<file path="config.mk">
export PLATFORM = sky130hd
export DESIGN_NAME = external_interrupt_transfer_request
export DESIGN_NICKNAME = d
export VERILOG_FILES = /design/src/hdl/ext_req_pkg.sv /design/src/hdl/external_interrupt_transfer_request.sv /design/src/hdl/pin_detect.sv
export VERILOG_INCLUDE_DIRS = /design/src /design/src/hdl
export SDC_FILE = /design/constraint.sdc
export NUM_CORES = 1
export LEC_CHECK = 0
export BUFFER_PORTS_ARGS = -buffer_cell sky130_fd_sc_hd__buf_4
export CAP_MARGIN = 20
export CORE_UTILIZATION = 63
export CTS_BUF_LIST = sky130_fd_sc_hd__clkbuf_4 sky130_fd_sc_hd__clkbuf_8
export CTS_CLUSTER_DIAMETER = 150
export DETAILED_ROUTE_END_ITERATION = 6
export GPL_TIMING_DRIVEN = 0
export PLACE_DENSITY_LB_ADDON = 0.1
export SETUP_SLACK_MARGIN = 0.05
export SLEW_MARGIN = 10
export SYNTH_ARGS = -nofsm -noshare
export SYNTH_HDL_FRONTEND = slang
export SYNTH_SLANG_ARGS = --single-unit
</file>
<file path="constraint.sdc">
create_clock -name mclk_in -period 4.1 [get_ports mclk_in]
set_input_delay 1.23 -clock mclk_in [delete_from_list [all_inputs] [get_ports mclk_in]]
set_output_delay 1.23 -clock mclk_in [all_outputs]
set_load 0.01 [all_outputs]
</file>
<file path="src/hdl/ext_req_defs.svh">
// Register offsets, field layouts and reset values of the request unit
`ifndef EXT_REQ_DEFS_SVH
`define EXT_REQ_DEFS_SVH
`define ERQ_NUM_INPUTS 8
`define ERQ_OFS_ENABLE 12'h000
`define ERQ_OFS_FLAG 12'h004
`define ERQ_OFS_LEVEL 12'h008
`define ERQ_OFS_SELECT 12'h00C
`define ERQ_OFS_FUNC 12'h010
`define ERQ_OFS_IRQ_STATUS 12'h014
`define ERQ_OFS_IRQ_MASK 12'h018
`define ERQ_RST_BYTE 8'h00
`define ERQ_RST_LEVEL 16'h0000
`define ERQ_RST_SELECT 4'h0
`define ERQ_GROUPS 4
`define ERQ_SYNC_FILL 2'h3
`endif

</file>
<file path="src/hdl/ext_req_pkg.sv">
// Types shared by the request unit
package ext_req_pkg;
  // Detection field encoding, two bits per input
  typedef enum logic [1:0] {
    DET_LOW = 2'b00,
    DET_HIGH = 2'b01,
    DET_RISE = 2'b10,
    DET_FALL = 2'b11
  } detect_mode_t;
endpackage

</file>
<file path="src/hdl/external_interrupt_transfer_request.sv">
// Eight-input external interrupt and transfer-request unit with APB
// Notes on behaviour
// - Eight request inputs, each with its own detection field.
// - Interrupt use detects high, low, rising or falling edge.
// - Per-input enable gates requests toward the CPU.
// - Detected conditions latch as pending flags per input.
// - Service select 0 means plain interrupt branch.
// - Service select 1 starts automated transfer service first.
// - Requests leave on four request lines, numbers 15, 20, 24, 27.
//
// The APB register port and the address map were chosen for this implementation.
`timescale 1ns/1ns
`include "ext_req_defs.svh"
module external_interrupt_transfer_request #(
  parameter int NUM_INPUTS = `ERQ_NUM_INPUTS
) (
  input wire logic mclk_in,
  input wire logic rst_b_in,
  input wire logic [NUM_INPUTS-1:0] ext_request_inputs_in,
  input wire logic psel_in,
  input wire logic penable_in,
  input wire logic pwrite_in,
  input wire logic [11:0] paddr_in,
  input wire logic [31:0] pwdata_in,
  output logic [31:0] prdata_out,
  output logic pready_out,
  output logic pslverr_out,
  output logic [3:0] cpu_request_out,
  output logic [3:0] transfer_service_out,
  output logic irq_out
);
  localparam int GROUPS = `ERQ_GROUPS;

  logic [NUM_INPUTS-1:0] hit;
  logic [NUM_INPUTS-1:0] request_enable_reg;
  logic [NUM_INPUTS-1:0] request_enable_next;
  logic [NUM_INPUTS-1:0] request_flag_reg;
  logic [NUM_INPUTS-1:0] request_flag_next;
  logic [2*NUM_INPUTS-1:0] detect_level_config_reg;
  logic [2*NUM_INPUTS-1:0] detect_level_config_next;
  logic [GROUPS-1:0] transfer_service_select_reg;
  logic [GROUPS-1:0] transfer_service_select_next;
  logic [NUM_INPUTS-1:0] transfer_request_function;
  logic [NUM_INPUTS-1:0] irq_status_reg;
  logic [NUM_INPUTS-1:0] irq_status_next;
  logic [NUM_INPUTS-1:0] irq_mask_reg;
  logic [NUM_INPUTS-1:0] irq_mask_next;
  logic [NUM_INPUTS-1:0] flag_rise;
  logic [NUM_INPUTS-1:0] flag_prev_reg;
  logic [31:0] prdata_next;
  logic pready_next;
  logic pslverr_next;
  logic [3:0] cpu_request_next;
  logic [3:0] transfer_service_next;
  logic irq_next;
  logic wr_en;
  logic rd_en;
  logic bad_addr;

  // Transfer-request function follows the select bit of each input pair
  // pair select
  always_comb begin
    for (int i = 0; i < NUM_INPUTS; i++) begin
      transfer_request_function[i] = transfer_service_select_reg[i / 2];
    end
  end

  // One detector per input; transfer use suppresses edge modes
  // per-input detect
  genvar g;
  generate
    for (g = 0; g < NUM_INPUTS; g++) begin : gen_pin
      pin_detect u_det (
        .mclk_in(mclk_in),
        .rst_b_in(rst_b_in),
        .pin_in(ext_request_inputs_in[g]),
        .mode_in(detect_level_config_reg[2*g +: 2]),
        .level_only_in(transfer_request_function[g]),
        .hit_out(hit[g])
      );
    end
  endgenerate

  // APB single-wait slave: answer in the second access cycle
  assign wr_en = psel_in & penable_in & pwrite_in & ~pready_out;
  assign rd_en = psel_in & penable_in & ~pwrite_in & ~pready_out;

  always_comb begin
    bad_addr = 1'b0;
    if (paddr_in == `ERQ_OFS_ENABLE) begin
      prdata_next = {24'h000000, request_enable_reg};
    end else if (paddr_in == `ERQ_OFS_FLAG) begin
      prdata_next = {24'h000000, request_flag_reg};
    end else if (paddr_in == `ERQ_OFS_LEVEL) begin
      prdata_next = {16'h0000, detect_level_config_reg};
    end else if (paddr_in == `ERQ_OFS_SELECT) begin
      prdata_next = {28'h0000000, transfer_service_select_reg};
    end else if (paddr_in == `ERQ_OFS_FUNC) begin
      prdata_next = {24'h000000, transfer_request_function};
    end else if (paddr_in == `ERQ_OFS_IRQ_STATUS) begin
      prdata_next = {24'h000000, irq_status_reg};
    end else if (paddr_in == `ERQ_OFS_IRQ_MASK) begin
      prdata_next = {24'h000000, irq_mask_reg};
    end else begin
      prdata_next = 32'h00000000;
      bad_addr = 1'b1;
    end
    if (!rd_en) begin
      prdata_next = 32'h00000000;
    end
    pready_next = psel_in & penable_in & ~pready_out;
    pslverr_next = pready_next & bad_addr;
  end

  // Register writes; flags are set by hardware, written 0 to clear
  always_comb begin
    request_enable_next = request_enable_reg;
    detect_level_config_next = detect_level_config_reg;
    transfer_service_select_next = transfer_service_select_reg;
    irq_mask_next = irq_mask_reg;
    request_flag_next = request_flag_reg;
    irq_status_next = irq_status_reg;
    if (wr_en) begin
      if (paddr_in == `ERQ_OFS_ENABLE) begin
        request_enable_next = pwdata_in[NUM_INPUTS-1:0];
      end else if (paddr_in == `ERQ_OFS_FLAG) begin
        request_flag_next = request_flag_reg & pwdata_in[NUM_INPUTS-1:0];
      end else if (paddr_in == `ERQ_OFS_LEVEL) begin
        detect_level_config_next = pwdata_in[2*NUM_INPUTS-1:0];
      end else if (paddr_in == `ERQ_OFS_SELECT) begin
        transfer_service_select_next = pwdata_in[GROUPS-1:0];
      end else if (paddr_in == `ERQ_OFS_IRQ_STATUS) begin
        irq_status_next = irq_status_reg & ~pwdata_in[NUM_INPUTS-1:0];
      end else if (paddr_in == `ERQ_OFS_IRQ_MASK) begin
        irq_mask_next = pwdata_in[NUM_INPUTS-1:0];
      end
    end
    request_flag_next = request_flag_next | hit;
    irq_status_next = irq_status_next | flag_rise;
  end

  // New flag arrivals feed the sticky interrupt status
  assign flag_rise = request_flag_reg & ~flag_prev_reg;

  // Outputs toward the CPU interrupt logic, one line per input pair
  // four request lines
  always_comb begin
    for (int k = 0; k < GROUPS; k++) begin
      cpu_request_next[k] = |(request_flag_next[2*k +: 2] &
                              request_enable_next[2*k +: 2]);
      transfer_service_next[k] = cpu_request_next[k] &
                                 transfer_service_select_next[k];
    end
    irq_next = |(irq_status_next & irq_mask_next);
  end

  // Registered state; everything cleared or disabled at reset
  // reset clears
  always_ff @(posedge mclk_in or negedge rst_b_in) begin
    if (!rst_b_in) begin
      request_enable_reg <= `ERQ_RST_BYTE;
      request_flag_reg <= `ERQ_RST_BYTE;
      flag_prev_reg <= `ERQ_RST_BYTE;
      detect_level_config_reg <= `ERQ_RST_LEVEL;
      transfer_service_select_reg <= `ERQ_RST_SELECT;
      irq_status_reg <= `ERQ_RST_BYTE;
      irq_mask_reg <= `ERQ_RST_BYTE;
      prdata_out <= 32'h00000000;
      pready_out <= 1'b0;
      pslverr_out <= 1'b0;
      cpu_request_out <= 4'h0;
      transfer_service_out <= 4'h0;
      irq_out <= 1'b0;
    end else begin
      request_enable_reg <= request_enable_next;
      request_flag_reg <= request_flag_next;
      flag_prev_reg <= request_flag_reg;
      detect_level_config_reg <= detect_level_config_next;
      transfer_service_select_reg <= transfer_service_select_next;
      irq_status_reg <= irq_status_next;
      irq_mask_reg <= irq_mask_next;
      prdata_out <= prdata_next;
      pready_out <= pready_next;
      pslverr_out <= pslverr_next;
      cpu_request_out <= cpu_request_next;
      transfer_service_out <= transfer_service_next;
      irq_out <= irq_next;
    end
  end
endmodule

</file>
<file path="src/hdl/pin_detect.sv">
// One request input: three-stage synchroniser and level/edge detector
`timescale 1ns/1ns
`include "ext_req_defs.svh"
module pin_detect (
  input wire logic mclk_in,
  input wire logic rst_b_in,
  input wire logic pin_in,
  input wire logic [1:0] mode_in,
  input wire logic level_only_in,
  output logic hit_out
);
  logic [2:0] sync_reg;
  logic [2:0] sync_next;
  logic stable_reg;
  logic stable_next;
  logic [1:0] fill_reg;
  logic [1:0] fill_next;
  logic hit_next;
  ext_req_pkg::detect_mode_t mode;

  // Once the chain is filled, stable level moves only when stages two and three agree
  always_comb begin
    mode = ext_req_pkg::detect_mode_t'(mode_in);
    sync_next = {sync_reg[1:0], pin_in};
    fill_next = fill_reg;
    stable_next = stable_reg;
    if (sync_reg[1] == sync_reg[2]) begin
      stable_next = sync_reg[2];
    end
    hit_next = 1'b0;
    case (mode)
      ext_req_pkg::DET_LOW: hit_next = ~stable_next;
      ext_req_pkg::DET_HIGH: hit_next = stable_next;
      ext_req_pkg::DET_RISE: hit_next = ~level_only_in &
                             stable_next & ~stable_reg;
      ext_req_pkg::DET_FALL: hit_next = ~level_only_in &
                             ~stable_next & stable_reg;
      default: hit_next = 1'b0;
    endcase
    // Track the pin only until the chain holds real samples; the reset
    // view may differ from the idle pin and would fake a level or edge
    if (fill_reg != `ERQ_SYNC_FILL) begin
      fill_next = fill_reg + 2'h1;
      stable_next = sync_reg[1];
      hit_next = 1'b0;
    end
  end

  // Reset to idle-low view of the pin
  always_ff @(posedge mclk_in or negedge rst_b_in) begin
    if (!rst_b_in) begin
      sync_reg <= 3'h0;
      stable_reg <= 1'b0;
      fill_reg <= 2'h0;
      hit_out <= 1'b0;
    end else begin
      sync_reg <= sync_next;
      stable_reg <= stable_next;
      fill_reg <= fill_next;
      hit_out <= hit_next;
    end
  end
endmodule

</file>
# After elaboration in Yosys (flattened, before gate mapping)
# Cells that the tools add are included.
[word_totals] ff_bits=159 output_inout_bits=43 wordCells=263
[op_classes] reduce_logical=15 bitwise=79 n_addsub=8 n_mux=70 eq_ne=46
[ops] op="2-to-1 mux 8 bit" n=22
[ops] op="2-to-1 mux 16 bit" n=3
[ops] op="AND 1 bit" n=43
[ops] op="== test 12 x 5 -> 1 bit, second input constant" n=3
[ops] op="AND 8 bit" n=4
[ops] op="== test 2 bit, second input constant" n=16
[ops] op="2-to-1 mux 32 bit" n=1
[ops] op="case mux 1 bit (4 select lines)" n=8
[ops] op="2-to-1 mux 1 bit" n=31
[ops] op="== test 12 x 4 -> 1 bit, second input constant" n=2
[ops] op="inverter 1 bit" n=24
[ops] op="2-to-1 mux 4 bit" n=5
[ops] op="adder 2 x 1 -> 2 bit, second input constant" n=8
[ops] op="== test 2 x 1 -> 1 bit, second input constant" n=8
[ops] op="logical NOT 2 bit" n=8
[ops] op="!= test 2 bit, second input constant" n=8
[ops] op="inverter 8 bit" n=2
[ops] op="bitwise OR 8 bit" n=2
[ops] op="== test 12 x 3 -> 1 bit, second input constant" n=1
[ops] op="logical NOT 12 bit" n=1
[ops] op="AND 2 bit" n=4
[ops] op="== test 1 bit" n=8
[ops] op="OR reduction 2 bit" n=4
[ops] op="OR reduction 8 bit" n=1
[ops] op="AND reduction 4 bit" n=1

# Logic depth before layout (Yosys ltp)
[depth] depth_word=11 depth_mapped=8

# By module
# Synthesis repeated with hierarchy kept, for this count alone.
[hier_totals] hier_cells=513 hier_area_um2=6258.5
[modules_own_cells] module="external_interrupt_transfer_request" area_per_inst_um2=3906.2 cells_each=337 instances=1 seq_area_each_um2=2177.1
[modules_own_cells] module="pin_detect" area_per_inst_um2=294.0 cells_each=22 instances=8 seq_area_each_um2=175.2

# Worst setup path before layout
# OpenSTA, ideal clock, no wires.
[synth_timing] path_type="in2reg" startpoint="in paddr_in[9]" endpoint="reg detect_level_config_reg[10]" arrival_time_ns=2.728 slack_ns=1.247 setup_time_ns=0.125 n_path_buf=3 stages=7 cell_sequence="nor4_4 > and3_1 > clkbuf_1 > and3_1 > buf_2 > buf_4 > mux2_2"
[synth_via] elab_chain_cells=3 word_cells_on_any_way=6 classes_between="2 x eq/ne; 2 x bitwise; 2 x reduce/logical"
[synth_lines] item="start: declaration" line_no="external_interrupt_transfer_request.sv:23" rtl="input wire logic [11:0] paddr_in,"
[synth_lines] item="== test 12 x 3 -> 1 bit (no source line) or logical NOT 12 bit (tied branches)"
[synth_lines] item="inverter 1 bit (no source line)"
[synth_lines] item="AND reduction 4 bit (no source line) *"
[synth_lines] item="end signal: assignment" line_no="external_interrupt_transfer_request.sv:164" rtl="detect_level_config_reg <= `ERQ_RST_LEVEL;"
[synth_lines] item="end signal: assignment" line_no="external_interrupt_transfer_request.sv:178" rtl="detect_level_config_reg <= detect_level_config_next;"
[synth_lines] item="end: declaration" line_no="external_interrupt_transfer_request.sv:39" rtl="logic [2*NUM_INPUTS-1:0] detect_level_config_reg;"
# Every way passes the cells marked *; elsewhere a longest branch is shown, timed or not.
# A chain may end at the register's enable or synchronous reset.

# Worst setup path in the final report
[layout_timing] startpoint="in paddr_in[5]" endpoint="reg request_enable_reg[7]"
[layout_via] elab_chain_cells=3
[layout_lines] item="logical NOT 12 bit (no source line)"
[layout_lines] item="2-to-1 mux 8 bit" line_no="external_interrupt_transfer_request.sv:124" rtl="if (paddr_in == `ERQ_OFS_ENABLE) begin"
[layout_lines] item="2-to-1 mux 8 bit" line_no="external_interrupt_transfer_request.sv:123" rtl="if (wr_en) begin"
[layout_lines] item="net request_enable_next[7]" line_no="external_interrupt_transfer_request.sv:36" rtl="logic [NUM_INPUTS-1:0] request_enable_next;"
[layout_lines] item="end signal: assignment" line_no="external_interrupt_transfer_request.sv:161" rtl="request_enable_reg <= `ERQ_RST_BYTE;"
[layout_lines] item="end signal: assignment" line_no="external_interrupt_transfer_request.sv:175" rtl="request_enable_reg <= request_enable_next;"
[layout_lines] item="end: declaration" line_no="external_interrupt_transfer_request.sv:35" rtl="logic [NUM_INPUTS-1:0] request_enable_reg;"
# The timed path passes the listed nets, and every way through them passes these cells.

==> reports/metrics.cfg <==
[run_status]
status = complete, no violations

[timing]
slew_headroom_pct = 41.8
max_freq_mhz = 332
hold_ws_ps = 346
clock-skew-final_ps = 11.5
slew_violations = 0
finalSetupTns_ps = 0
fin_crit_sh_pct = 73.4
worstMarginPinSlew_ps = 866
post-route-min-period_ps = 3010
rsz0062_at_grt = false
finalSetupViolCount = 0
hold_viol_final = 0

[die]
die_area_um2 = 10100
die_height_um = 101
io_pins = 100
start_util_pct = 65.8
fp.dieW_um = 101
core_area_um2 = 9330
rows = 35

[drt]
first_pass_iters = 5
wl_met1_um = 5780
met2_length_um = 6350
routedWlPerCell_um = 17.6
drtIter0Drc = 307
vias_per_cell = 5.76
top_layer_used = met4
drcViolationCount = 0
ant_nets = 0
vias = 4404
wl_met3_um = 999
drt-total-wl_um = 13400

[critical_path]
cpPeakStageDelay_ps = 490
critPathArrivalTime_ps = 3340
critPathRequiredTime_ps = 4430
critPathLaunchType = input pin
cp_max_fo = 10
critPathKind = input pin to flop
path_buf_inv = 1
critPathTopFamily = simple AND/OR/NAND/NOR gates
path_cells = buf_4 > nor3_1 > nand2_1 > nor2_1 > nand3_1 > mux2_2
worst_path_max_delay_cell = nand3_1
critPathCaptureType = flop

[hold_path]
hold_class = flop to flop

[synth]
ys_seq_area_share_pct = 58.3
postSynthAreaPerCell_um2 = 11.8
async_reset_ff_share_pct = 100
yosysTopAreaCellShare_pct = 58.3
netlist_area_um2 = 6140
synth_top_cell_by_area = dfrtp_1
synth_cell_type_count = 40
synthTopCellsByArea = dfrtp_1, mux2_2, a21oi_1, nor2_1, o21ai_0
synth-warning-count = 0
synth_top_flop_cell = dfrtp_1
synthCells = 520
yosys_register_bits = 143
synth_edf_count = 0
ys_top_cells_by_count = dfrtp_1, mux2_2, nor2_1
yosysMostFrequentCell = dfrtp_1

[place]
gp_congestion = 0.890
dp_hpwl_um = 9090
place.port_buffers = 67

[clocking]
cts_max_path_buffers = 2
cts_resized = 0
ctsRootBufferMaster = clkbuf_8
h-tree-depth = 4
cts_tree = yes
ctsHoldBuffers = 0
cts_setup_buffers = 0
clock_sinks = 143
cts.clk_slew.worst_paths_ps = 80
worstSkewPairLatency_ps = 440
cts_inserted_buffers = 17

[global_route]
antenna_found_initial = 0
grt_overflow = 0
grt_pass1_vias = 4388
grt_max_degree = 83
grtUsageTotal_pct = 28.5
grt_pass1_wl_um = 21400

[pwr]
p_leak_nw = 3.33
swShare_pct = 26.3
clock_power_share_pct = 38.2
power.density_nw_per_um2 = 368
power_mw = 2.67
peakVddDrop_v = 0.000352
intPower_mw = 1.97
comb_power_share_pct = 6.8
pwr-share-seq_pct = 55.0
power.net_switching_uw = 703

[finish]
layout-drive-gt1-share_pct = 26.6
largest_reg_flops = 24
fillers = 655
area_growth_pct = 18.1
num_antenna_cells = 0
finish.net_count = 687

[flow_run]
drv_cap = 0

## placed cells by master, fill, tap and decap left out, types with 7 or more instances in the layout
| cell type | netlist | routed |
|---|---|---|
| nor2b_1 | 17 | 17 |
| nor3_1 | 15 | 15 |
| a21oi_1 | 28 | 28 |
| nor2_1 | 36 | 36 |
| nand2_1 | 21 | 21 |
| dfrtp_1 | 143 | 143 |
| o22ai_1 | 7 | 7 |
| buf_4 | 17 | 83 |
| a21o_1 | 9 | 9 |
| maj3_1 | 7 | 7 |
| a221o_1 | 8 | 8 |
| mux2_2 | 44 | 44 |
| inv_1 | 16 | 16 |
| conb_1 | 1 | 16 |
| xnor2_1 | 15 | 15 |
| o21ai_0 | 27 | 27 |
| and2_1 | 12 | 12 |
| nand2b_1 | 17 | 17 |
| a31oi_1 | 10 | 10 |
| clkbuf_8 | 0 | 17 |
| o211a_1 | 7 | 7 |
| ha_1 | 8 | 8 |
## stage by stage
stage | cell area, µm² | utilization, % | cells | worst slack [ps]
finish | 7250 | 77.7 | 764 | 1090
global route | 7250 | 77.7 | 764 | 1100
CTS | 7250 | 77.7 | 764 | 1210
detailed placement | 6890 | 73.8 | 732 | 766
global placement | 6860 | 73.5 | 731 | 802
floorplan | 6190 | - | 535 | 1250
## logic make-up after synthesis
kind of cell             Yosys count  share of synthesized area [%]
other                              1                         0.0611
AND/OR/NAND/NOR                  137                           11.5
adder cells (fa/ha/maj)           15                           2.77
multiplexers                      45                           8.26
AO/OA/AOI/OAI                    120                           13.0
flip-flops                       143                           58.3
XOR/XNOR                          16                           2.28
buffers and inverters             43                           3.77
## worst register-to-register path, cell delays in order, from the launching register on
cell     delay [ps]
dfrtp_1         400
and4b_1         250
buf_2           150
nand4_1         190
or3_1           350
buf_2           200
a221o_1         340
a22oi_1         260
nand4_1         170
## path summary, 6_finish.rpt
check	cells past startpoint	slack, ps	to	start
min	0	350	gen_pin[5].u_det.sync_reg[1]	gen_pin[5].u_det.sync_reg[0]
max in group asynchronous	2	2540	prdata_out[1]	rst_b_in
min reg2reg	0	350	gen_pin[5].u_det.sync_reg[1]	gen_pin[5].u_det.sync_reg[0]
max reg2reg	8	1660	irq_out	pready_out
max	6	1090	request_enable_reg[7]	paddr_in[5]
min in group asynchronous	1	760	prdata_out[10]	rst_b_in
## area by class of cell
type / count / area (µm²) / area share [%]
clock inverters: 14 / 120 / 1.66
plain buffers: 27 / 171 / 2.36
multi-input cells: 349 / 2380 / 32.9
repair buffers: 68 / 534 / 7.37
clock buffers: 18 / 241 / 3.33
flip-flops and latches: 143 / 3580 / 49.4
well taps: 129 / 161 / 2.23
inverters: 16 / 60.1 / 0.828
## per-layer routing
metal | track usage [%] | up-vias
met5 | 0 | -
met4 | 10.8 | 0
met3 | 7.56 | 30
met2 | 45.8 | 197
met1 | 37.6 | 2152
li1 | - | 2025
## power groups by stage
stage	clock network [mW]	registers (mW)	logic, mW
after floorplan	0	1.49	0.0928
after global placement	0	1.49	0.172
after detailed placement	0	1.50	0.181
after CTS	1.04	1.47	0.182
after global routing	1.09	1.47	0.202
final	1.02	1.47	0.181
(Power assumes the default switching activity.)
